$ cat config.mk
export PLATFORM = sky130hd
export DESIGN_NAME = sdc_regs
export DESIGN_NICKNAME = d
export VERILOG_FILES = /design/src/core/sdc_pkg.sv /design/src/core/sdc_regs.sv /design/src/core/sdc_cfg_map.sv
export SDC_FILE = /design/constraint.sdc
export NUM_CORES = 1
export LEC_CHECK = 0
export ABC_AREA = 1
export BUFFER_PORTS_ARGS = -buffer_cell sky130_fd_sc_hd__buf_2
export CORE_MARGIN = 2
export CORE_UTILIZATION = 59
export DETAILED_ROUTE_END_ITERATION = 12
export PLACE_DENSITY = 0.83
export SETUP_SLACK_MARGIN = 0.05
export SYNTH_ARGS = -nofsm -noshare
export SYNTH_HDL_FRONTEND = slang
export SYNTH_HIERARCHICAL = 1
export SYNTH_SLANG_ARGS = --single-unit
$ cat constraint.sdc
create_clock -name pclk -period 1.77 [get_ports pclk]
set_input_delay 0.177 -clock pclk [delete_from_list [all_inputs] [get_ports pclk]]
set_output_delay 0.177 -clock pclk [all_outputs]
set_load 0.05 [all_outputs]
$ cat src/core/sdc_pkg.sv
// Constants and carrier types for the synthesizer divider configuration bank.
// Assumes a 32-bit APB master on pclk; registers are 16 bits, one per word.
// How it works
// - Core select field seeds calibration start core
// - Force bit holds oscillator on selected core
// - Segment-one bit enables first divide-by-2
// - Feedback divider 19 bits: 3 upper, 16 lower
// - Lower divider half at 0x24, resets 0x46
// - Detector delay is (setting+3)*4 oscillator cycles
// - Denominator halves at 0x26/0x27, reset FD51/DA80
// - Numerator upper half at 0x2A, resets zero
// - Seed loads as fractional engine initial state
// - Seed halves at 0x28/0x29, reset zero
// - Numerator lower half at 0x2B, resets zero
package sdc_pkg;

  // Register indices; byte address is four times the index
  localparam logic [5:0] SDC_IDX_CORE = 6'h14;
  localparam logic [5:0] SDC_IDX_SEG = 6'h1F;
  localparam logic [5:0] SDC_IDX_NUP = 6'h22;
  localparam logic [5:0] SDC_IDX_NLO = 6'h24;
  localparam logic [5:0] SDC_IDX_DLY = 6'h25;
  localparam logic [5:0] SDC_IDX_DENU = 6'h26;
  localparam logic [5:0] SDC_IDX_DENL = 6'h27;
  localparam logic [5:0] SDC_IDX_SEEDU = 6'h28;
  localparam logic [5:0] SDC_IDX_SEEDL = 6'h29;
  localparam logic [5:0] SDC_IDX_NUMU = 6'h2A;
  localparam logic [5:0] SDC_IDX_NUML = 6'h2B;
  // Own: seed load strobe, bit 0 writes a one-shot load
  localparam logic [5:0] SDC_IDX_LOAD = 6'h30;

  // Field positions
  localparam int SDC_CORE_SEL_LSB = 11;
  localparam int SDC_CORE_FORCE_BIT = 10;
  localparam int SDC_SEG1_BIT = 14;
  localparam int SDC_DLY_LSB = 8;
  localparam int SDC_LOAD_BIT = 0;

  // Write masks for mixed registers; reserved bits read zero
  localparam logic [15:0] SDC_MASK_CORE = 16'h3C00;
  localparam logic [15:0] SDC_MASK_SEG = 16'h4000;
  localparam logic [15:0] SDC_MASK_NUP = 16'h0007;
  localparam logic [15:0] SDC_MASK_DLY = 16'h3F00;
  localparam logic [15:0] SDC_MASK_FULL = 16'hFFFF;

  // Reset values; undefined resets are taken as zero
  localparam logic [15:0] SDC_RST_CORE = 16'h0000;
  localparam logic [15:0] SDC_RST_SEG = 16'h0000;
  localparam logic [15:0] SDC_RST_NUP = 16'h0000;
  localparam logic [15:0] SDC_RST_NLO = 16'h0046;
  localparam logic [15:0] SDC_RST_DLY = 16'h0400;
  localparam logic [15:0] SDC_RST_DENU = 16'hFD51;
  localparam logic [15:0] SDC_RST_DENL = 16'hDA80;
  localparam logic [15:0] SDC_RST_ZERO = 16'h0000;

  // Delay arithmetic constants
  localparam logic [8:0] SDC_DLY_OFFSET = 9'h003;
  localparam int SDC_DLY_SCALE_SHIFT = 2;

  // Settings delivered to the analog and datapath blocks
  typedef struct packed {
    logic [2:0] osc_core_select;
    logic osc_core_force;
    logic first_halving_enable;
    logic [18:0] feedback_div;
    logic [5:0] detector_delay_setting;
    logic [8:0] detector_delay_cycles;
    logic [31:0] frac_denominator;
    logic [31:0] frac_numerator;
    logic [31:0] engine_seed;
    logic seed_load;
  } sdc_cfg_t;

  // Register storage
  typedef struct packed {
    logic [15:0] core;
    logic [15:0] seg;
    logic [15:0] nup;
    logic [15:0] nlo;
    logic [15:0] dly;
    logic [15:0] denu;
    logic [15:0] denl;
    logic [15:0] seedu;
    logic [15:0] seedl;
    logic [15:0] numu;
    logic [15:0] numl;
  } sdc_regs_t;

endpackage : sdc_pkg

$ cat src/core/sdc_regs.sv
// APB register bank for divider, delay and fractional engine settings.
// Assumes APB3 with zero wait states; settings are registered outputs.
`timescale 1ns/1ps
`default_nettype none
module sdc_regs
  import sdc_pkg::*;
(
  // Clock and reset
  input wire logic pclk,
  input wire logic presetn,
  // APB slave
  input wire logic psel,
  input wire logic penable,
  input wire logic pwrite,
  input wire logic [31:0] paddr,
  input wire logic [31:0] pwdata,
  output logic [31:0] prdata,
  output logic pready,
  output logic pslverr,
  // Settings to calibration, dividers and fractional engine
  output sdc_cfg_t cfg
);

  typedef struct packed {
    sdc_regs_t regs;
    logic [31:0] rdata;
    logic slverr;
    logic ready;
    logic load;
    sdc_cfg_t cfg;
  } sdc_state_t;

  sdc_state_t st_ff;
  sdc_state_t nxt_st;
  sdc_cfg_t cfg_next;

  // True when paddr is word aligned inside the index space
  function automatic logic sdc_aligned(input logic [31:0] a);
    sdc_aligned = (a[1:0] == 2'h0) && (a[31:8] == 24'h000000);
  endfunction : sdc_aligned

  function automatic logic [15:0] sdc_merge(input logic [15:0] old, input logic [15:0] wd,
                                            input logic [15:0] mask);
    sdc_merge = (old & ~mask) | (wd & mask);
  endfunction : sdc_merge

  localparam sdc_regs_t REGS_RST = '{
    core: SDC_RST_CORE, seg: SDC_RST_SEG, nup: SDC_RST_NUP, nlo: SDC_RST_NLO,
    dly: SDC_RST_DLY, denu: SDC_RST_DENU, denl: SDC_RST_DENL, seedu: SDC_RST_ZERO,
    seedl: SDC_RST_ZERO, numu: SDC_RST_ZERO, numl: SDC_RST_ZERO};

  // Settings seen while in reset, derived from the register reset values
  localparam sdc_cfg_t CFG_RST = '{
    osc_core_select: SDC_RST_CORE[SDC_CORE_SEL_LSB +: 3],
    osc_core_force: SDC_RST_CORE[SDC_CORE_FORCE_BIT],
    first_halving_enable: SDC_RST_SEG[SDC_SEG1_BIT],
    feedback_div: {SDC_RST_NUP[2:0], SDC_RST_NLO},
    detector_delay_setting: SDC_RST_DLY[SDC_DLY_LSB +: 6],
    detector_delay_cycles: 9'((9'(SDC_RST_DLY[SDC_DLY_LSB +: 6]) + SDC_DLY_OFFSET)
                              << SDC_DLY_SCALE_SHIFT),
    frac_denominator: {SDC_RST_DENU, SDC_RST_DENL},
    frac_numerator: {SDC_RST_ZERO, SDC_RST_ZERO},
    engine_seed: {SDC_RST_ZERO, SDC_RST_ZERO},
    seed_load: 1'b0};

  logic setup;
  logic [5:0] idx;
  logic [15:0] wd;
  logic hit;
  logic [15:0] rd;

  assign setup = psel && !penable;
  assign idx = paddr[7:2];
  assign wd = pwdata[15:0];

  sdc_cfg_map i_sdc_cfg_map (
    .regs(nxt_st.regs),
    .seed_load(nxt_st.load),
    .cfg(cfg_next)
  );

  always_comb begin
    nxt_st = st_ff;
    nxt_st.ready = 1'b0;
    nxt_st.load = 1'b0;
    hit = 1'b1;
    rd = 16'h0000;
    // Decode at setup so the answer is ready in the access cycle
    unique case (idx)
      SDC_IDX_CORE: rd = st_ff.regs.core & SDC_MASK_CORE;
      SDC_IDX_SEG: rd = st_ff.regs.seg & SDC_MASK_SEG;
      SDC_IDX_NUP: rd = st_ff.regs.nup & SDC_MASK_NUP;
      SDC_IDX_NLO: rd = st_ff.regs.nlo;
      SDC_IDX_DLY: rd = st_ff.regs.dly & SDC_MASK_DLY;
      SDC_IDX_DENU: rd = st_ff.regs.denu;
      SDC_IDX_DENL: rd = st_ff.regs.denl;
      SDC_IDX_SEEDU: rd = st_ff.regs.seedu;
      SDC_IDX_SEEDL: rd = st_ff.regs.seedl;
      SDC_IDX_NUMU: rd = st_ff.regs.numu;
      SDC_IDX_NUML: rd = st_ff.regs.numl;
      SDC_IDX_LOAD: rd = 16'h0000;
      default: hit = 1'b0;
    endcase
    if (!sdc_aligned(paddr)) begin
      hit = 1'b0;
    end
    if (setup) begin
      nxt_st.ready = 1'b1;
      nxt_st.slverr = !hit;
      nxt_st.rdata = (!pwrite && hit) ? {16'h0000, rd} : 32'h00000000;
      if (pwrite && hit) begin
        unique case (idx)
          SDC_IDX_CORE: begin
            nxt_st.regs.core = sdc_merge(st_ff.regs.core, wd, SDC_MASK_CORE);
          end
          SDC_IDX_SEG: nxt_st.regs.seg = sdc_merge(st_ff.regs.seg, wd, SDC_MASK_SEG);
          SDC_IDX_NUP: nxt_st.regs.nup = sdc_merge(st_ff.regs.nup, wd, SDC_MASK_NUP);
          SDC_IDX_NLO: nxt_st.regs.nlo = wd;
          SDC_IDX_DLY: nxt_st.regs.dly = sdc_merge(st_ff.regs.dly, wd, SDC_MASK_DLY);
          SDC_IDX_DENU: nxt_st.regs.denu = wd;
          SDC_IDX_DENL: nxt_st.regs.denl = wd;
          SDC_IDX_SEEDU: nxt_st.regs.seedu = wd;
          SDC_IDX_SEEDL: nxt_st.regs.seedl = wd;
          SDC_IDX_NUMU: nxt_st.regs.numu = wd;
          SDC_IDX_NUML: nxt_st.regs.numl = wd;
          SDC_IDX_LOAD: nxt_st.load = wd[SDC_LOAD_BIT];
          default: nxt_st.slverr = 1'b1;
        endcase
      end
    end
    nxt_st.cfg = cfg_next;
  end

  always_ff @(posedge pclk or negedge presetn) begin
    if (!presetn) begin
      st_ff.regs <= REGS_RST;
      st_ff.rdata <= 32'h00000000;
      st_ff.slverr <= 1'b0;
      st_ff.ready <= 1'b0;
      st_ff.load <= 1'b0;
      st_ff.cfg <= CFG_RST;
    end else begin
      st_ff <= nxt_st;
    end
  end

  // Ready is a registered pulse in the access cycle: one wait-free answer
  assign pready = st_ff.ready;
  assign prdata = st_ff.rdata;
  assign pslverr = st_ff.slverr;
  assign cfg = st_ff.cfg;

endmodule : sdc_regs
`default_nettype wire

$ cat src/core/sdc_cfg_map.sv
// Combines stored halves into the settings bundle seen by the datapath.
// Assumes a register snapshot on the same clock; purely combinational.
`timescale 1ns/1ps
`default_nettype none
module sdc_cfg_map
  import sdc_pkg::*;
(
  // Register snapshot
  input wire sdc_regs_t regs,
  input wire logic seed_load,
  // Settings out
  output sdc_cfg_t cfg
);

  function automatic logic [31:0] sdc_join(input logic [15:0] hi, input logic [15:0] lo);
    sdc_join = {hi, lo};
  endfunction : sdc_join

  always_comb begin
    cfg.osc_core_select = regs.core[SDC_CORE_SEL_LSB +: 3];
    cfg.osc_core_force = regs.core[SDC_CORE_FORCE_BIT];
    cfg.first_halving_enable = regs.seg[SDC_SEG1_BIT];
    cfg.feedback_div = {regs.nup[2:0], regs.nlo};
    cfg.detector_delay_setting = regs.dly[SDC_DLY_LSB +: 6];
    // Delay in oscillator cycles, 12 .. 264
    cfg.detector_delay_cycles = 9'((9'(regs.dly[SDC_DLY_LSB +: 6]) + SDC_DLY_OFFSET)
                                   << SDC_DLY_SCALE_SHIFT);
    cfg.frac_denominator = sdc_join(regs.denu, regs.denl);
    cfg.frac_numerator = sdc_join(regs.numu, regs.numl);
    cfg.engine_seed = sdc_join(regs.seedu, regs.seedl);
    cfg.seed_load = seed_load;
  end

endmodule : sdc_cfg_map
`default_nettype wire

After elaboration in Yosys (flattened, before gate mapping)
Index checks and enable logic that the tools add are counted.
{ "op_classes": {"addsub": 1, "eq_ne": 12, "mux": 21, "bitwise_logic": 4, "reduce_logical": 14} }
{ "ops": {"columns": ["op", "count"], "rows": [
  ["$mux 209", 1],
  ["$mux 16", 11],
  ["$pmux 16 s11", 1],
  ["$mux 174", 1],
  ["$eq 6x6->1 const B", 10],
  ["$or 16x14->16", 2],
  ["$logic_not 24->1", 1],
  ["$or 16x15->16", 1],
  ["$or 16x3->16", 1],
  ["$mux 14", 1],
  ["$eq 6x5->1 const B", 2],
  ["$reduce_and 3->1", 4],
  ["$reduce_or 12->1", 1],
  ["$add 6x2->7 const B", 1],
  ["$mux 1", 6],
  ["$logic_and 1x1->1", 4],
  ["$logic_not 1->1", 3],
  ["$logic_not 2->1", 1]
]} }
{ "totals": {"reg_bits": 337, "out_inout_bits": 170, "word_cells": 78} }

Logic depth before layout (Yosys ltp)
{ "logic_depth": {"depth_word": 9, "ltp_mapped": 17} }

By module
Netlist, hierarchy kept.
{ "modules_own_cells": {"columns": ["mod", "instances", "cells_each", "area_per_inst_um2"], "rows": [
  ["sdc_regs", 1, 1608, 13315.3],
  ["sdc_cfg_map", 1, 155, 1093.5]
]} }

Worst setup path after synthesis
OpenSTA, ideal clock, no wires.
{ "synth_path": {"kind": "input to register", "from": "in paddr[1]", "to": "reg cfg[103] (netlist name)", "arrival_ns": 1.945, "t_required_ns": 1.645, "setup_slack_ns": -0.299, "stages": 15, "n_path_buf": 2, "cell_sequence": "or2_1 > nor2_1 > nand2_1 > nor2_1 > nand3_4 > buf_6 > buf_6 > nand2_1 > o21ai_1 > inv_1 > inv_1 > ha_1 > inv_1 > nand3_1 > xor2_1"} }
{ "synth_rtl": {"columns": ["element", "line_no", "rtl"], "rows": [
  ["start, declared", "sdc_regs.sv:15", "input wire logic [31:0] paddr,"]
]} }

Final worst setup path
{ "layout_path": {"from": "reg cfg[74] (netlist name)", "to": "out cfg[74] in the netlist's numbering"} }
{ "layout_rtl": {"columns": ["element", "line_no", "rtl"], "rows": [
  ["end, declared", "sdc_regs.sv:21", "output sdc_cfg_t cfg"]
]} }
No word-level cell between the ends.

==> flow_metrics.tcl <==
set metrics [dict create \
    cts_sinks 280 \
    ys_types 31 \
    critPathSlowestCell "dfstp_2" \
    gp_congestion 0.918 \
    cp_max_fo 1 \
    critPathKind "register to output pin" \
    avgViaCountPerCell 4.93 \
    critPathRequiredTime_ns 1.59 \
    timing.final.crit_share_pct 87.4 \
    avgRoutedWirePerCell_um 15.8 \
    critPathTopFamily "flip-flops" \
    synth_area_um2 14400 \
    holdCritPathClass "input port to register" \
    synth_area_leader_cell "dfrtp_1" \
    layout.nets 1794 \
    synth-seq-area-share_pct 49.0 \
    grtUsageTotal_pct 25.5 \
    cts_buffers 29 \
    status "finished clean" \
    critPathBufInv 1 \
    num_vias 10200 \
    synthArstFlopShare_pct 100 \
    grt_max_degree 59 \
    syn_inst 1763 \
    synth_edf_count 0 \
    synth_top_area_share_pct 41.2 \
    startpoint_type "register" \
    fin_ws_ns 0.223 \
    maxSlewViolCount 0 \
    final_area_um2 15100 \
    crit_arrival_ns 1.37 \
    layout-drive-gt1-share_pct 22.4 \
    min_period_ns 1.55 \
    cts_tree "built" \
    synth_common_cells "415 x nand2_1, 299 x buf_4, 292 x inv_1, 237 x dfrtp_1, 168 x o21ai_0" \
    yosysWarnings 6 \
    peakVddDrop_mv 0.707 \
    grt-ovfl-total 0 \
    skew_ns 0.00843 \
    finalSetupTns_ns 0 \
    coreArea_um2 24200 \
    area_delta_synth_final_pct 4.49 \
    power.density_nw_per_um2 868 \
    slowest_delay_ns 0.56 \
    clk_pin_slew_ns 0.06 \
    rows 57 \
    grt_pass1_wl_um 51300 \
    grt_pass1_vias 9738 \
    path_cells "buf_2" \
    p_leak_nw 7.43 \
    synth_seq_cells 280 \
    clk_latency_ns 0.55 \
    dpl.hpwl_um 23400 \
    wl_um 32700 \
    finalHoldViolCount 0 \
    synthMostInstantiatedCell "nand2_1" \
    portBuffers 206 \
    post_cts_resized 0 \
    synth.avg_cell_area_um2 8.17 \
    whs_ns 0.0293 \
    synthTopCellsByArea "dfrtp_1 41%, buf_4 16%, nand2_1 11%" \
    ctsLongestPathBuffers 3 \
    die_area_um2 25700 \
    endpoint_kind "output pin" \
    cts-root-buf "clkbuf_16" \
    final-setup-viol-count 0 \
    die_x_um 160 \
    rsz0062_at_grt "false" \
    first_iter_violations 970 \
    drt_pass1_iterations 5 \
    maxCapViolations 0 \
    finalPower_mw 13.1 \
    start_util_pct 59.6 \
    final_util_pct 62.3 \
    cts.htree.levels 1 \
    pin_count 239 \
    drc 0 \
    layout.cells.non_filler 2071 \
    ant_nets 0 \
    dpl_cell_area_um2 14100 \
    die_y_um 160 \
    clock.fmax_mhz 646 \
    antenna_found_initial 1 \
    synth-main-ff-cell "dfrtp_1" \
    dp_worst_setup_slack_ns -0.250 \
    dp.cells 2013 \
]
## layout make-up
cell class / instances / area, um2
multi-input cells: 847 / 3740
flip-flops and latches: 280 / 7060
clock inverters: 11 / 115
diodes: 1 / 2.50
fillers: 1979 / 9120
clock buffers: 42 / 845
well taps: 324 / 405
inverters: 295 / 1120
repair buffers: 271 / 1760
## path summary, 6_finish.rpt
kind                       slack (ns)                  start                    end  cells past startpoint
setup reg to reg                 0.35   st_ff[275]$_DFF_PN0_     cfg[105]$_DFF_PN0_                      9
setup / recovery                 0.22      cfg[74]$_DFF_PN1_                cfg[74]                      1
max in group asynchronous        0.91                presetn      cfg[91]$_DFF_PN1_                      3
min in group asynchronous        0.14                presetn      cfg[98]$_DFF_PN0_                      2
hold reg to reg                  0.48  prdata[1]$_DFFE_PN0P_  prdata[1]$_DFFE_PN0P_                      2
hold / removal                   0.03              pwdata[3]   st_ff[174]$_DFF_PN0_                      5
## cells by family after synthesis
group / share of synthesized area, %
flip-flops: 49.0
adder cells (fa/ha/maj): 0.0868
XOR/XNOR: 0.122
other: 0.0521
AND/OR/NAND/NOR: 14.6
buffers and inverters: 25.8
AO/OA/AOI/OAI: 10.3
## state kept, by name (all words and copies together), names as in the netlist
signal / cells
pslverr: 1
st_ff: 126
prdata: 16
cfg: 136
pready: 1
## power by group
group / switching [mW] / leakage (nW) / internal [mW] / total, mW
Combinational: 0.435 / 4.31 / 0.151 / 0.585
Sequential: 0.000753 / 2.64 / 6.41 / 6.41
Clock: 2.48 / 0.476 / 3.60 / 6.07
Total: 2.92 / 7.43 / 10.2 / 13.1
## cells in the final DEF, fill, tap and decap left out, types with 2 or more instances in the layout
cell type and count:
inv_2 5, clkinv_2 7, dlygate4sd3_1 4, dfrtp_1 237, conb_1 18, inv_6 2
buf_12 18, buf_2 205, o22ai_1 4, nor2_4 5, nand3_2 4, o21ai_1 120
nand2_1 413, inv_1 288, clkbuf_16 29, o21ai_0 168, nor2_1 75, nor3_1 6
bufinv_16 2, buf_4 43, nand2_2 4, nand3_1 11, dfstp_2 43, clkbuf_1 6
clkbuf_8 7, nor2_2 10
## routing by layer
| layer | vias to the layer above | global-route usage (%) | wire (um) |
|---|---|---|---|
| met5 | - | 0 | 0 |
| met4 | 0 | 11.0 | 1330 |
| met3 | 79 | 4.47 | 2830 |
| met2 | 466 | 42.1 | 15800 |
| met1 | 4731 | 33.4 | 12800 |
| li1 | 4937 | - | - |
## worst min-delay path: stages
cell	delay (ns)
buf_2	0.11
nand2_1	0.05
o21ai_0	0.06
o21ai_1	0.07
inv_1	0.06
## repair_timing
action                                 in CTS  in global routing
buffers inserted                            0                  0
hold buffers                                4                  0
endpoints found under the hold margin     242                  0
Note: power is estimated with default switching activity, not from simulation.
